--- src/tpmc_consts.vh ---
// Functional notes
// - After reset clock source select is 0:0, counter idle; 0:1 selects bus clock.
// - Clock source select 1:1 drives prescaler from external clock on channel 0 pin.
// - External clock is synchronised by bus clock; at most quarter bus rate.
// - Prescaler divides by 1, 2, 4, 8, 16, 32, 64 or 128.
// - Up mode counts zero to terminal count, then wraps to zero.
// - Modulus of zero or all ones gives free running 16-bit count.
// - Center mode counts up to modulus, down to zero; ends last one tick.
// - Center-aligned select forces all channels into center-aligned PWM.
// - Up mode sets overflow flag on terminal count to zero step.
// - Up/down mode sets overflow flag on modulus to next lower step.
// - Interrupt request is a level while flag and enable are both one.
// - Reading either counter byte latches both; fresh value after both read.
// - Writing either counter byte resets counter and read coherency.
// - Counting halts in debug and stop mode, runs in wait mode.
// - Timer-owned pin ignores port data and direction settings.
// - After reset module disabled, pins are inputs with pull-ups off.
`ifndef TPMC_CONSTS_VH
`define TPMC_CONSTS_VH
// Byte addresses
`define TPMC_SC_ADDR     6'h00
`define TPMC_CNTH_ADDR   6'h04
`define TPMC_CNTL_ADDR   6'h08
`define TPMC_MODH_ADDR   6'h0c
`define TPMC_MODL_ADDR   6'h10
`define TPMC_IST_ADDR    6'h14
`define TPMC_ICLR_ADDR   6'h18
`define TPMC_IEN_ADDR    6'h1c
`define TPMC_PIN_ADDR    6'h20
// Status/control fields
`define TPMC_PS_LSB      0
`define TPMC_CS_LSB      3
`define TPMC_CPWM_BIT    5
`define TPMC_OFIE_BIT    6
`define TPMC_OFF_BIT     7
// Clock source codes
`define TPMC_CS_OFF      2'h0
`define TPMC_CS_BUS      2'h1
`define TPMC_CS_FIX      2'h2
`define TPMC_CS_EXT      2'h3
// Reset values
`define TPMC_SC_RST      8'h00
`define TPMC_MOD_RST     16'h0000
`define TPMC_PIN_RST     2'h0
`endif

--- src/tpmc_counter.v ---
// Local design decisions: the AXI4-Lite interface to the registers and the placing of the registers.
`timescale 1ns/1ps
`include "tpmc_consts.vh"
module tpmc_counter (
   // Clock and reset
   input  wire        aclk,
   input  wire        aresetn,
   // AXI4-Lite write address
   input  wire [5:0]  s_axi_awaddr,
   input  wire        s_axi_awvalid,
   output reg         s_axi_awready,
   // AXI4-Lite write data
   input  wire [31:0] s_axi_wdata,
   input  wire [3:0]  s_axi_wstrb,
   input  wire        s_axi_wvalid,
   output reg         s_axi_wready,
   // AXI4-Lite write response
   output reg  [1:0]  s_axi_bresp,
   output reg         s_axi_bvalid,
   input  wire        s_axi_bready,
   // AXI4-Lite read address
   input  wire [5:0]  s_axi_araddr,
   input  wire        s_axi_arvalid,
   output reg         s_axi_arready,
   // AXI4-Lite read data
   output reg  [31:0] s_axi_rdata,
   output reg  [1:0]  s_axi_rresp,
   output reg         s_axi_rvalid,
   input  wire        s_axi_rready,
   // Clock sources and system modes
   input  wire        fixed_clk_en,
   input  wire        debug_halt,
   input  wire        stop_mode,
   // Channel 0 pin
   input  wire        channel_pin_i,
   output reg         channel_pin_o,
   output reg         channel_pin_oe,
   output reg         channel_pin_pullup,
   output reg         channel_pin_owned,
   // Counter state for channels
   output reg  [15:0] count_value,
   output reg         count_down,
   output reg         center_aligned_all,
   // Interrupt
   output reg         irq
);

   // ----------------------------------------------------------------
   // Registers
   // ----------------------------------------------------------------
   reg  [2:0]  prescale_r;
   reg  [1:0]  clock_source_select_r;
   reg         center_aligned_select_r;
   reg         overflow_interrupt_enable_r;
   reg         overflow_flag_r;
   reg  [15:0] count_r;
   reg         down_r;
   reg  [15:0] modulus_r;
   reg  [7:0]  mod_hold_r;
   reg         mod_half_r;
   reg  [15:0] snap_r;
   reg  [1:0]  snap_read_r;
   reg         pullup_en_r;
   reg         ext_meta_r;
   reg         ext_sync_r;
   reg         ext_prev_r;
   reg  [6:0]  div_r;
   reg  [1:0]  ist_r;
   reg  [1:0]  ien_r;
   reg  [5:0]  aw_addr_r;
   reg  [31:0] w_data_r;
   reg  [3:0]  w_strb_r;
   reg         aw_have_r;
   reg         w_have_r;

   // ----------------------------------------------------------------
   // Helpers
   // ----------------------------------------------------------------
   function [6:0] ps_mask;
      input [2:0] ps;
      begin
         ps_mask = (7'h01 << ps) - 7'h01;
      end
   endfunction

   function is_cnt;
      input [5:0] a;
      begin
         is_cnt = (a == `TPMC_CNTH_ADDR) || (a == `TPMC_CNTL_ADDR);
      end
   endfunction

   // ----------------------------------------------------------------
   // Clock source and prescaler
   // ----------------------------------------------------------------
   wire ext_rise = ext_sync_r & ~ext_prev_r;
   reg  src_tick;
   always @* begin
      case (clock_source_select_r)
         `TPMC_CS_OFF: src_tick = 1'b0;
         `TPMC_CS_BUS: src_tick = 1'b1;
         `TPMC_CS_FIX: src_tick = fixed_clk_en;
         `TPMC_CS_EXT: src_tick = ext_rise;
         default:      src_tick = 1'b0;
      endcase
   end
   wire run = src_tick & ~debug_halt & ~stop_mode;
   wire tick = run && ((div_r & ps_mask(prescale_r)) == ps_mask(prescale_r));

   // ----------------------------------------------------------------
   // Write channel
   // ----------------------------------------------------------------
   wire        aw_ok = aw_have_r;
   wire        w_ok  = w_have_r;
   wire [5:0]  wa    = aw_addr_r;
   wire [31:0] wd    = w_data_r;
   wire        wb0   = w_strb_r[0];
   wire        wdo   = aw_ok & w_ok & ~s_axi_bvalid;
   wire        wr    = wdo & wb0;
   wire        wr_sc   = wr && wa == `TPMC_SC_ADDR;
   wire        wr_cnt  = wdo && is_cnt(wa);
   wire        wr_modh = wr && wa == `TPMC_MODH_ADDR;
   wire        wr_modl = wr && wa == `TPMC_MODL_ADDR;
   wire        wr_iclr = wr && wa == `TPMC_ICLR_ADDR;
   wire        wr_ien  = wr && wa == `TPMC_IEN_ADDR;
   wire        wr_pin  = wr && wa == `TPMC_PIN_ADDR;
   wire        wa_ok   = (wa <= `TPMC_PIN_ADDR) && (wa[1:0] == 2'h0);
   wire        rd      = s_axi_arvalid & s_axi_arready;

   // ----------------------------------------------------------------
   // Counter
   // ----------------------------------------------------------------
   // zero or all ones run free
   wire        free  = (modulus_r == 16'h0000) || (modulus_r == 16'hffff);
   wire [15:0] term  = free ? 16'hffff : modulus_r;
   wire        at_tc = (count_r == term);
   reg  [15:0] count_nxt;
   reg         down_nxt;
   reg         ovf;
   always @* begin
      count_nxt = count_r;
      down_nxt  = down_r;
      ovf       = 1'b0;
      if (tick) begin
         if (!center_aligned_select_r) begin
            down_nxt = 1'b0;
            if (at_tc) begin
               count_nxt = 16'h0000;
               ovf = 1'b1;
            end else begin
               count_nxt = count_r + 16'h0001;
            end
         end else if (!down_r) begin
            if (at_tc) begin
               down_nxt  = 1'b1;
               count_nxt = count_r - 16'h0001;
               ovf = 1'b1;
            end else begin
               count_nxt = count_r + 16'h0001;
            end
         end else if (count_r == 16'h0000 || count_r == 16'h0001) begin
            down_nxt  = (count_r != 16'h0000) ? 1'b1 : 1'b0;
            count_nxt = (count_r == 16'h0000) ? 16'h0001 : 16'h0000;
         end else begin
            count_nxt = count_r - 16'h0001;
         end
      end
   end

   // ----------------------------------------------------------------
   // Sequential state
   // ----------------------------------------------------------------
   always @(posedge aclk) begin
      if (!aresetn) begin
         clock_source_select_r       <= `TPMC_CS_OFF;
         prescale_r                  <= 3'h0;
         center_aligned_select_r     <= 1'b0;
         overflow_interrupt_enable_r <= 1'b0;
         overflow_flag_r             <= 1'b0;
         count_r                     <= 16'h0000;
         down_r                      <= 1'b0;
         modulus_r                   <= `TPMC_MOD_RST;
         mod_hold_r                  <= 8'h00;
         mod_half_r                  <= 1'b0;
         snap_r                      <= 16'h0000;
         snap_read_r                 <= 2'h0;
         pullup_en_r                 <= 1'b0;
         ext_meta_r                  <= 1'b0;
         ext_sync_r                  <= 1'b0;
         ext_prev_r                  <= 1'b0;
         div_r                       <= 7'h00;
         ist_r                       <= 2'h0;
         ien_r                       <= 2'h0;
         aw_have_r                   <= 1'b0;
         w_have_r                    <= 1'b0;
         aw_addr_r                   <= 6'h00;
         w_data_r                    <= 32'h0000_0000;
         w_strb_r                    <= 4'h0;
      end else begin
         ext_meta_r <= channel_pin_i;
         ext_sync_r <= ext_meta_r;
         ext_prev_r <= ext_sync_r;
         if (run) begin
            div_r <= div_r + 7'h01;
         end
         if (wr_cnt) begin
            count_r <= 16'h0000;
            down_r  <= 1'b0;
            div_r   <= 7'h00;
         end else begin
            count_r <= count_nxt;
            down_r  <= down_nxt;
         end
         // Write address/data held until both present
         if (s_axi_awvalid && s_axi_awready) begin
            aw_have_r <= 1'b1;
            aw_addr_r <= s_axi_awaddr;
         end
         if (s_axi_wvalid && s_axi_wready) begin
            w_have_r <= 1'b1;
            w_data_r <= s_axi_wdata;
            w_strb_r <= s_axi_wstrb;
         end
         if (wdo) begin
            aw_have_r <= 1'b0;
            w_have_r  <= 1'b0;
         end
         if (wr_sc) begin
            prescale_r                  <= wd[`TPMC_PS_LSB +: 3];
            clock_source_select_r       <= wd[`TPMC_CS_LSB +: 2];
            center_aligned_select_r     <= wd[`TPMC_CPWM_BIT];
            overflow_interrupt_enable_r <= wd[`TPMC_OFIE_BIT];
            mod_half_r                  <= 1'b0;
         end
         if (wr_modh) begin
            mod_hold_r <= wd[7:0];
            mod_half_r <= 1'b1;
         end
         if (wr_modl) begin
            modulus_r  <= {mod_half_r ? mod_hold_r : modulus_r[15:8],
                           wd[7:0]};
            mod_half_r <= 1'b0;
         end
         if (wr_pin) begin
            pullup_en_r <= wd[0];
         end
         if (wr_ien) begin
            ien_r <= wd[1:0];
         end
         // Flag clear on writing zero to status bit, set wins
         if (wr_sc && !wd[`TPMC_OFF_BIT]) begin
            overflow_flag_r <= ovf;
         end else if (ovf) begin
            overflow_flag_r <= 1'b1;
         end
         if (wr_iclr) begin
            ist_r <= (ist_r & ~wd[1:0]) | {1'b0, ovf};
         end else begin
            ist_r <= ist_r | {1'b0, ovf};
         end
         if (wr_cnt) begin
            snap_read_r <= 2'h0;
         end else if (rd && is_cnt(s_axi_araddr)) begin
            if (snap_read_r == 2'h0) begin
               snap_r <= count_r;
            end
            if ((snap_read_r | {s_axi_araddr == `TPMC_CNTH_ADDR,
                                s_axi_araddr == `TPMC_CNTL_ADDR}) == 2'h3) begin
               snap_read_r <= 2'h0;
            end else begin
               snap_read_r <= snap_read_r |
                  {s_axi_araddr == `TPMC_CNTH_ADDR,
                   s_axi_araddr == `TPMC_CNTL_ADDR};
            end
         end
      end
   end

   // ----------------------------------------------------------------
   // Read data
   // ----------------------------------------------------------------
   wire [15:0] cnt_view = (snap_read_r == 2'h0) ? count_r : snap_r;
   reg  [31:0] rd_word;
   always @* begin
      case (s_axi_araddr)
         `TPMC_SC_ADDR:   rd_word = {24'h0, overflow_flag_r,
                                     overflow_interrupt_enable_r,
                                     center_aligned_select_r,
                                     clock_source_select_r, prescale_r};
         `TPMC_CNTH_ADDR: rd_word = {24'h0, cnt_view[15:8]};
         `TPMC_CNTL_ADDR: rd_word = {24'h0, cnt_view[7:0]};
         `TPMC_MODH_ADDR: rd_word = {24'h0, modulus_r[15:8]};
         `TPMC_MODL_ADDR: rd_word = {24'h0, modulus_r[7:0]};
         `TPMC_IST_ADDR:  rd_word = {30'h0, ist_r};
         `TPMC_IEN_ADDR:  rd_word = {30'h0, ien_r};
         `TPMC_PIN_ADDR:  rd_word = {31'h0, pullup_en_r};
         default:         rd_word = 32'h0000_0000;
      endcase
   end
   wire ra_ok = (s_axi_araddr <= `TPMC_PIN_ADDR) &&
                (s_axi_araddr[1:0] == 2'h0);

   // ----------------------------------------------------------------
   // Bus handshakes and outputs
   // ----------------------------------------------------------------
   always @(posedge aclk) begin
      if (!aresetn) begin
         s_axi_awready      <= 1'b0;
         s_axi_wready       <= 1'b0;
         s_axi_bvalid       <= 1'b0;
         s_axi_bresp        <= 2'h0;
         s_axi_arready      <= 1'b0;
         s_axi_rvalid       <= 1'b0;
         s_axi_rresp        <= 2'h0;
         s_axi_rdata        <= 32'h0000_0000;
         count_value        <= 16'h0000;
         count_down         <= 1'b0;
         center_aligned_all <= 1'b0;
         irq                <= 1'b0;
         channel_pin_o      <= 1'b0;
         channel_pin_oe     <= 1'b0;
         channel_pin_pullup <= 1'b0;
         channel_pin_owned  <= 1'b0;
      end else begin
         s_axi_awready <= ~aw_ok & ~s_axi_awready & ~s_axi_bvalid;
         s_axi_wready  <= ~w_ok & ~s_axi_wready & ~s_axi_bvalid;
         if (wdo) begin
            s_axi_bvalid <= 1'b1;
            s_axi_bresp  <= wa_ok ? 2'h0 : 2'h2;
         end else if (s_axi_bready) begin
            s_axi_bvalid <= 1'b0;
         end
         s_axi_arready <= s_axi_arvalid & ~s_axi_arready & ~s_axi_rvalid;
         if (rd) begin
            s_axi_rvalid <= 1'b1;
            s_axi_rdata  <= rd_word;
            s_axi_rresp  <= ra_ok ? 2'h0 : 2'h2;
         end else if (s_axi_rready) begin
            s_axi_rvalid <= 1'b0;
         end
         count_value        <= wr_cnt ? 16'h0000 : count_nxt;
         count_down         <= wr_cnt ? 1'b0 : down_nxt;
         center_aligned_all <= center_aligned_select_r;
         irq <= (overflow_flag_r & overflow_interrupt_enable_r) |
                (|(ist_r & ien_r));
         // pin owned as input, port ignored
         channel_pin_owned  <= (clock_source_select_r == `TPMC_CS_EXT);
         channel_pin_oe     <= 1'b0;
         channel_pin_o      <= 1'b0;
         channel_pin_pullup <= pullup_en_r &
                               (clock_source_select_r == `TPMC_CS_EXT);
      end
   end

endmodule

--- config.mk ---
export PLATFORM = sky130hd
export DESIGN_NAME = tpmc_counter
export DESIGN_NICKNAME = d
export VERILOG_FILES = /design/src/tpmc_counter.v
export VERILOG_INCLUDE_DIRS = /design/src
export SDC_FILE = /design/constraint.sdc
export NUM_CORES = 1
export LEC_CHECK = 0
export ABC_AREA = 1
export BUFFER_PORTS_ARGS = -buffer_cell sky130_fd_sc_hd__buf_2
export CAP_MARGIN = 5
export CORE_MARGIN = 2
export CORE_UTILIZATION = 40
export CTS_CLUSTER_SIZE = 30
export DETAILED_ROUTE_END_ITERATION = 10
export HOLD_SLACK_MARGIN = 0.1
export PLACE_DENSITY = 0.75
export SYNTH_ARGS = -nofsm -noshare
export SYNTH_HDL_FRONTEND = slang
export SYNTH_SLANG_ARGS = --single-unit
--- constraint.sdc ---
create_clock -name aclk -period 1.8 [get_ports aclk]
set_input_delay 0.27 -clock aclk [delete_from_list [all_inputs] [get_ports aclk]]
set_output_delay 0.27 -clock aclk [all_outputs]
set_load 0.01 [all_outputs]
Word-level counts from Yosys, hierarchy flattened. Index checks and enable logic that the tools add are counted.

Bits in registers: 145. Bits in latches: 0. Bits in writable memories: 0. ROM bits: 0. Input port bits: 59. Output and inout port bits: 64. Memories: 0.

Add/subtract/negate cells: 4. Multiply operators: 0. Divide/modulo/power cells: 0. $lt $le $gt $ge: 2. Equal/unequal tests: 22. Shift operators: 1. Mux-type cells: 30. Bitwise gates (word level): 35. Reductions and logical operators: 38.

Operators by type and width (number): 16-bit two-way mux (7); 8-bit case mux with 8 select lines (1); 6-bit by 5-bit equality test with 1-bit output, second input constant (6); 16-bit logical NOT (2); 6-bit by 4-bit equality test with 1-bit output, second input constant (4); 1-bit two-way mux (17); 16-bit by 1-bit adder with 16-bit output, second input constant (1); 16-bit by 1-bit equality test with 1-bit output, second input constant (1); 16-bit equality test (1); 16-bit equality test, second input constant (1); 16-bit nonzero test (1); 16-bit by 1-bit subtractor with 16-bit output, second input constant (1); 1-bit bitwise AND (15); 1-bit logical AND (14); 6-bit by 3-bit equality test with 1-bit output, second input constant (2); 6-bit equality test, second input constant (2); 6-bit <= comparator, second input constant (2); 6-bit logical NOT (2); 1-bit NOT (12); 2-bit logical NOT (4); 2-bit two-way mux (4); 2-bit nonzero test (4); 2-bit OR reduction (4); 7-bit by 1-bit adder with 7-bit output, second input constant (1); 15 further kinds (23).

Depth between registers and ports, before layout. Gate-level depths: netlist (run 1).

Depth in word-level cells: 10. Mapped depth: 19. Mapped depth without buffers: 17.

Least setup slack after synthesis (run 1). No wires, ideal clock.

Path kind: register -> register. Start: reg, netlist name count_value[0]. End: reg count_value[14]. Library setup time: 0.131 ns. Arrival time: 1.916 ns. Slack: -0.246 ns. Cell stages (with the launch flop): 12. Buffers on the path: 0. Clock period less this slack: 2.046 ns. Cells stage by stage: dfxtp_1 > ha_1 > nand3_1 > nor3_1 > nand4_1 > nor3_1 > nand4_1 > xor2_1 > nand2_1 > nand2_1 > nand2_1 > a21oi_2.

RTL lines: to (signal assigned) (RTL line tpmc_counter.v:341) `count_value <= wr_cnt ? 16'h0000 : count_nxt;`; to (decl) (RTL line tpmc_counter.v:41) `output reg [15:0] count_value,`.

==> summary.md, run 1 <==
| Metric | Value |
|---|---|
| Area after DPL | 7790 um2 |
| Netlist Area Pre-Place | 6549 um2 |
| Routability-driven placement congestion ratio | 0.9088 |
| Htree depth | 4 |
| WP data required | 2.16 ns |
| CP delay by family, top | simple AND/OR/NAND/NOR gates |
| Die area | 17410 um2 |
| Synth Instances | 975 |
| Worst Hold Launch | s_axi_wdata[7] |
| # DRC | 0 |
| DRT Pass-1 Iters | 5 |
| Arr. time, crit path | 2.47 ns |
| Die height | 132.0 um |
| R2r setup slk | -0.31 ns |
| Setup violators final | 19 |
| R2R cell count | 11 |
| Root buffer cell | clkbuf_16 |
| Fmax | 473.6 MHz |
| Reg2reg end | count_value[14] |
| Final nets | 1214 |
| All-Layer GR Usage | 22.24% |
| Pwr Density | 717.3 nW/um2 |
| Status | finished, violations left |
| Buf/Inv on CP | 0 |
| Die Wd | 132.0 um |
| Total negative slack | -4.012 ns |
| Sequential-to-total area share from yosys stat | 36.38% |
| Lkg Pwr | 3.862 nW |
| Vias | 7102 |
| RSZ-0062 raised after global routing | true |
| Max-Cap Viols | 0 |
| Finished Cell Area | 8801 um2 |
| Cell row count | 46 |
| Total core area | 15940 um2 |
| Main synth FF type | dfxtp_1 |
| Starting density of the core | 41.08% |
| CTS tree | yes |
| Worst-path clk slew | 0.06 ns |
| Worst-Margin Slew | 0.8334 ns |
| Number of synthesized flops with an enable pin | 0 |
| First-pass GRT wire length | 31680 um |
| Sw Ratio | 23.92% |
| Setup ws final | -0.3114 ns |
| Register area | 2406 um2 |
| Clk buf depth | 2 |
| Worst setup EP type | register |
| Total internal power | 4.803 mW |
| Area delta synth->final | 34.39% |
| Skew final | 0.008547 ns |
| RR Startpoint | count_value[0] |
| Mapped Avg Cell Area | 6.717 um2 |
| Hold WC Path Type | input pin to register |
| CTS buffer count | 17 |
| Slew Viols, Final | 0 |
| CP max stage delay | 0.38 ns |
| Overall routed net length | 19870 um |
| Fin crit period | 2.111 ns |
| Hold Crit Endpoint | w_data_r[7] |
| Skew-Pair Late Insertion Delay | 0.42 ns |
| Gr ovfl total | 0 |
| Power Total | 6.313 mW |
| I/O pins | 123 |
| Startpoint Class | register |
| Post-synth cell types | 48 |
| Critical Path Fanout Max | 5 |
| Hold_ws | 0.1160 ns |
| I/O Buffers | 67 |
| Post-synthesis async set-or-reset flop share | 0% |
| DP Wirelength | 14260 um |
| Multi-input logic area | 3660 um2 |
| Final Hold Fails | 0 |
| Worst hold stages | 3 |
| Peak supply drop | 0.0007839 V |
| Iteration-0 DRC Markers | 582 |
| # diodes | 0 |
| Vias in the first global route | 6678 |
| Initial antenna violation count | 1 |
| Clk pwr share | 51.6% |
| Synthesis Warnings | 0 |
| Average routed wire per standard cell | 14.41 um |
| Layout cell share with drive strength beyond 1 | 26.83% |
| DP Worst Slack | -0.3089 ns |
| Failing checks | negative setup slack |
| CP dominant cell by count | nand2_1 |
| Sw power | 1.510 mW |
| Number of synthesized register bits | 119 |
| Sequential share of power | 43.0% |
| Fill count | 1484 |
| Post-DRT Antenna Nets | 0 |
| Vias per Instance | 5.150 |
| CP max stage cell | dfxtp_4 |
| Tcrit/Tclk final | 117.3% |
| Slew margin rel. | 44.38% |
| Clock Sinks | 119 |
| Pin count of the biggest net entering global routing | 54 |
| Combinational power share | 5.4% |
| Worst-path cell chain | ha_2, nand3_2, nor3_4, nand4_1, nor3_2, nand4_1, xor2_1, nand2_1, nand2_1, nand2_1, a21oi_2 |
| Critical Setup Path Class | register to register |
## power by group through the flow
stage	Sequential [mW]	Clock (mW)	Combinational (mW)
6_report	2.72	3.26	0.339
5_1_grt	2.72	3.41	0.379
4_1_cts	2.72	3.27	0.318
3_5_place_dp	2.77	0	0.298
3_3_place_gp	2.77	0	0.292
2_1_floorplan	2.76	0	0.226
## metrics by stage
step / std cells / utilization (%)
6_report: 1379 / 55.20
5_1_grt: 1379 / 55.20
4_1_cts: 1370 / 53.85
3_5_place_dp: 1329 / 48.86
3_3_place_gp: 1329 / 48.86
2_1_floorplan: 1002 / -
## logic make-up (layout without fill, tap and decap cells)
| kind of cell | Yosys count | count (layout) | share of synthesized area (%) |
|---|---|---|---|
| xor+xnor | 18 | 18 | 2.407 |
| flops | 119 | 119 | 36.38 |
| other cells | 1 | 28 | 0.05726 |
| fa+ha+maj | 5 | 5 | 0.9553 |
| compound gates | 229 | 229 | 18.93 |
| simple gates | 414 | 415 | 28.07 |
| buf+inv | 189 | 349 | 13.20 |
## cells in the mapped netlist (all sizes together), types with 3 or more instances
cell,number,area share [%]
a21oi,82,6.4
inv,115,6.6
xor2,17,2.3
nand4,31,3.0
nand3,60,4.7
dfxtp,119,36
or2,4,0.38
o21ai,117,8.9
a221oi,3,0.40
nor4,4,0.61
a22oi,5,0.57
ha,5,0.96
nand2,184,11
a31oi,8,0.76
nor2,108,6.4
clkbuf,26,1.5
o2111ai,3,0.40
nor3,19,1.6
buf,46,5.0
## cells in the final DEF, fill, tap and decap left out, types with 4 or more instances in the layout
master,n
nand3_2,4
nand3_1,54
o21ai_1,4
buf_12,4
buf_6,5
dlygate4sd3_1,5
a21oi_2,7
nand2_2,6
clkinvlp_4,6
nand2_4,4
nor2_1,85
buf_4,115
inv_1,108
inv_2,5
nor2_2,19
buf_2,68
nand2_1,174
conb_1,28
nor2_4,4
dfxtp_2,13
nor3_2,4
dfxtp_1,104
o21ai_0,113
a22oi_1,5
nor3_1,12
nand4_1,31
xor2_1,16
a31oi_1,7
a21oi_1,74
clkbuf_16,18
ha_1,4
## repair_timing
item	in CTS	in global routing
resized for setup	29	40
hold endpoints to repair	5	0
gates cloned	2	3
hold buffers	5	0
setup endpoints to repair	46	56
pin swaps	6	28
setup buffers	2	7
## worst min-delay path, stage by stage
cell	delay, ns
buf_2	0.08
o21ai_0	0.07
nor2_1	0.08
## sequential cells by signal, indices dropped and copies added, names as in the netlist, 3 cells and up
signal       flops
w_data_r         8
mod_hold_r       8
s_axi_rdata      8
aw_addr_r        6
prescale_r       3
modulus_r       16
count_value     16
snap_r          16
div_r            7
## worst max path at each step
stage | start | to | slack (ns) | cells after the start
final | count_value[0] | count_value[14] | -0.31 | 11
after global routing | count_value[0] | count_value[14] | -0.52 | 11
after CTS | modulus_r[10] | count_value[1] | -0.25 | 16
after detailed placement | modulus_r[13] | count_value[9] | -0.31 | 16
after global placement | modulus_r[9] | count_value[9] | -0.20 | 16
after floorplan | count_value[2] | count_value[15] | -0.09 | 16
## final cells by class
class	instances	area share [%]
Timing Repair inverter	1	0.05687
Sequential cell	119	27.34
Timing Repair Buffer	199	16.39
Clock inverter	10	1.095
Clock buffer	22	5.388
Multi-Input combinational cell	695	41.58
Tap cell	216	3.071
Inverter	117	5.075
## routing by layer
| metal | wire (um) | global-route usage [%] | up-vias |
|---|---|---|---|
| li1 | - | - | 3525 |
| met5 | 14 | 0 | - |
| met2 | 9396 | 36.86 | 257 |
| met3 | 1424 | 5.421 | 50 |
| met1 | 8442 | 27.94 | 3268 |
| met4 | 593 | 8.514 | 2 |
Note: power is estimated with default switching activity, not from simulation.
==> run 2: changes to the inputs <==
Settings changed: REMOVE_ABC_BUFFERS set to 1.
==> summary.md, run 2 (synthesis results as in run 1) <==
| Metric | Value |
|---|---|
| Status | finished, violations left |
| Failing checks | negative setup slack |
| Fmax | 464.1 MHz |
| Vias in the first global route | 6788 |
| Worst-path cell chain | nor2_2, nand2_2, nor2_4, nand2_4, clkbuf_16, nand4_1, nand2_1, nor2_1, nand2_1, nor2_2, nand2_2, buf_6, a31oi_2, a21oi_1 |
| GRT busiest layer | met2 |
| Skew final | 0.009421 ns |
| Grt met1 use | 26.86% |
| Cell row count | 46 |
| Area delta synth->final | 38.61% |
| Vias | 7353 |
| All-Layer GR Usage | 22.57% |
| WP data required | 2.10 ns |
| Slew Viols, Final | 0 |
| I/O Buffers | 67 |
| GR Util met2 | 38.43% |
| CTS tree | yes |
| Hold WC Path Type | input pin to register |
| Iteration-0 DRC Markers | 769 |
| Layout cell share with drive strength beyond 1 | 29.81% |
| Die height | 132.0 um |
| RR Startpoint | modulus_r[0] |
| Tcrit/Tclk final | 119.7% |
| Routability-driven placement congestion ratio | 0.9068 |
| Startpoint Class | register |
| Arr. time, crit path | 2.46 ns |
| Largest registers | count_value (16), modulus_r (16), snap_r (16) |
| Die area | 17410 um2 |
| Crit path from | modulus_r[0] |
| Clk buf depth | 2 |
| Lkg Pwr | 4.049 nW |
| DRT Pass-1 Iters | 8 |
| CP max stage delay | 0.36 ns |
| Critical Setup Path Class | register to register |
| Peak supply drop | 0.0006537 V |
| Pin count of the biggest net entering global routing | 51 |
| Max-Cap Viols | 0 |
| CTS buffer count | 17 |
| First-pass GRT wire length | 31750 um |
| Die Wd | 132.0 um |
| Post-DRT Antenna Nets | 0 |
| # diodes | 0 |
| # DRC | 0 |
| Root buffer cell | clkbuf_16 |
| Fill count | 1377 |
| Gr ovfl total | 0 |
| CP max stage cell | dfxtp_4 |
| Commonest cells after routing, fill and taps aside | 162 x nand2_1, 132 x buf_4, 112 x o21ai_0, 112 x inv_1, 100 x dfxtp_1 |
| Starting density of the core | 41.08% |
| Htree depth | 4 |
| Final nets | 1233 |
| GRT met3 Usage | 6.075% |
| Final Hold Fails | 0 |
| Setup violators final | 19 |
| Skew-Pair Late Insertion Delay | 0.43 ns |
| I/O pins | 123 |
| DP Worst Slack | -0.3365 ns |
| Worst Hold Launch | s_axi_awaddr[5] |
| Commonest non-fill, non-tap cell in the layout | nand2_1 |
| RSZ-0062 raised after global routing | true |
| DP Wirelength | 14230 um |
| Worst-path clk slew | 0.06 ns |
| Total core area | 15940 um2 |
| Critical Path Fanout Max | 6 |
| Worst setup EP type | register |
| Fin crit period | 2.155 ns |
| Vias per Instance | 5.263 |
| Setup ws final | -0.3545 ns |
| Power Total | 6.454 mW |
| Initial antenna violation count | 0 |
| Pwr Density | 711.0 nW/um2 |
| Clock Sinks | 119 |
| Average routed wire per standard cell | 14.65 um |
| Overall routed net length | 20470 um |
run 2: power by group:
group	internal [mW]	switching [mW]
registers	2.68	0.0368
logic	0.127	0.216
clock network	2.14	1.26
total	4.94	1.51
run 2: timing repair:
| item | in CTS | in global routing |
|---|---|---|
| gates resized for setup | 26 | 89 |
| hold endpoints to repair | 6 | 0 |
| gates cloned | 1 | 5 |
| setup endpoints to repair | 39 | 58 |
| pin swaps | 8 | 43 |
| hold buffers | 6 | 0 |
| setup buffers | 5 | 5 |
run 2: through the flow:
step / TNS [ns] / instances / hold slack (ns) / utilization [%] / cell area [um2]
after detailed placement: -7.586 / 1345 / 0.4061 / 49.37 / 7871
after global placement: -4.972 / 1345 / 0.3964 / 49.37 / 7871
after global routing: -8.024 / 1397 / 0.1154 / 56.94 / 9077
final: -4.878 / 1397 / 0.1088 / 56.94 / 9077
after CTS: -3.302 / 1388 / 0.1003 / 54.40 / 8673
after floorplan: -7.520 / 930 / 0.3635 / - / 6225
run 2: metal layers:
metal	part of all wire [%]	up-vias
met1	41	3360
met2	48	357
li1	-	3559
met5	0	-
met3	7.8	77
met4	3.3	0
run 2: final timing paths:
check	depth (start not counted)	slack, ns	to
setup / recovery	14	-0.35	count_value[6]
hold / removal	3	0.11	aw_addr_r[5]
setup reg to reg	14	-0.35	count_value[6]
hold reg to reg	2	0.42	ext_sync_r
run 2: layout make-up:
type	instances	area [um2]	area share, %
Clock inverter	11	123.9	1.365
Sequential cell	119	2409	26.53
Tap cell	216	270.3	2.977
Inverter	117	442.9	4.879
Multi-Input combinational cell	695	3736	41.16
Clock buffer	20	466.7	5.141
Timing Repair Buffer	219	1629	17.95
run 2: critical path: cells and delay by family, from the launching register on:
family,cells,cell delay [ns]
AND/OR/NAND/NOR,10,1.09
flip-flops,1,0.36
buffers and inverters,2,0.32
AO/OA/AOI/OAI,2,0.27
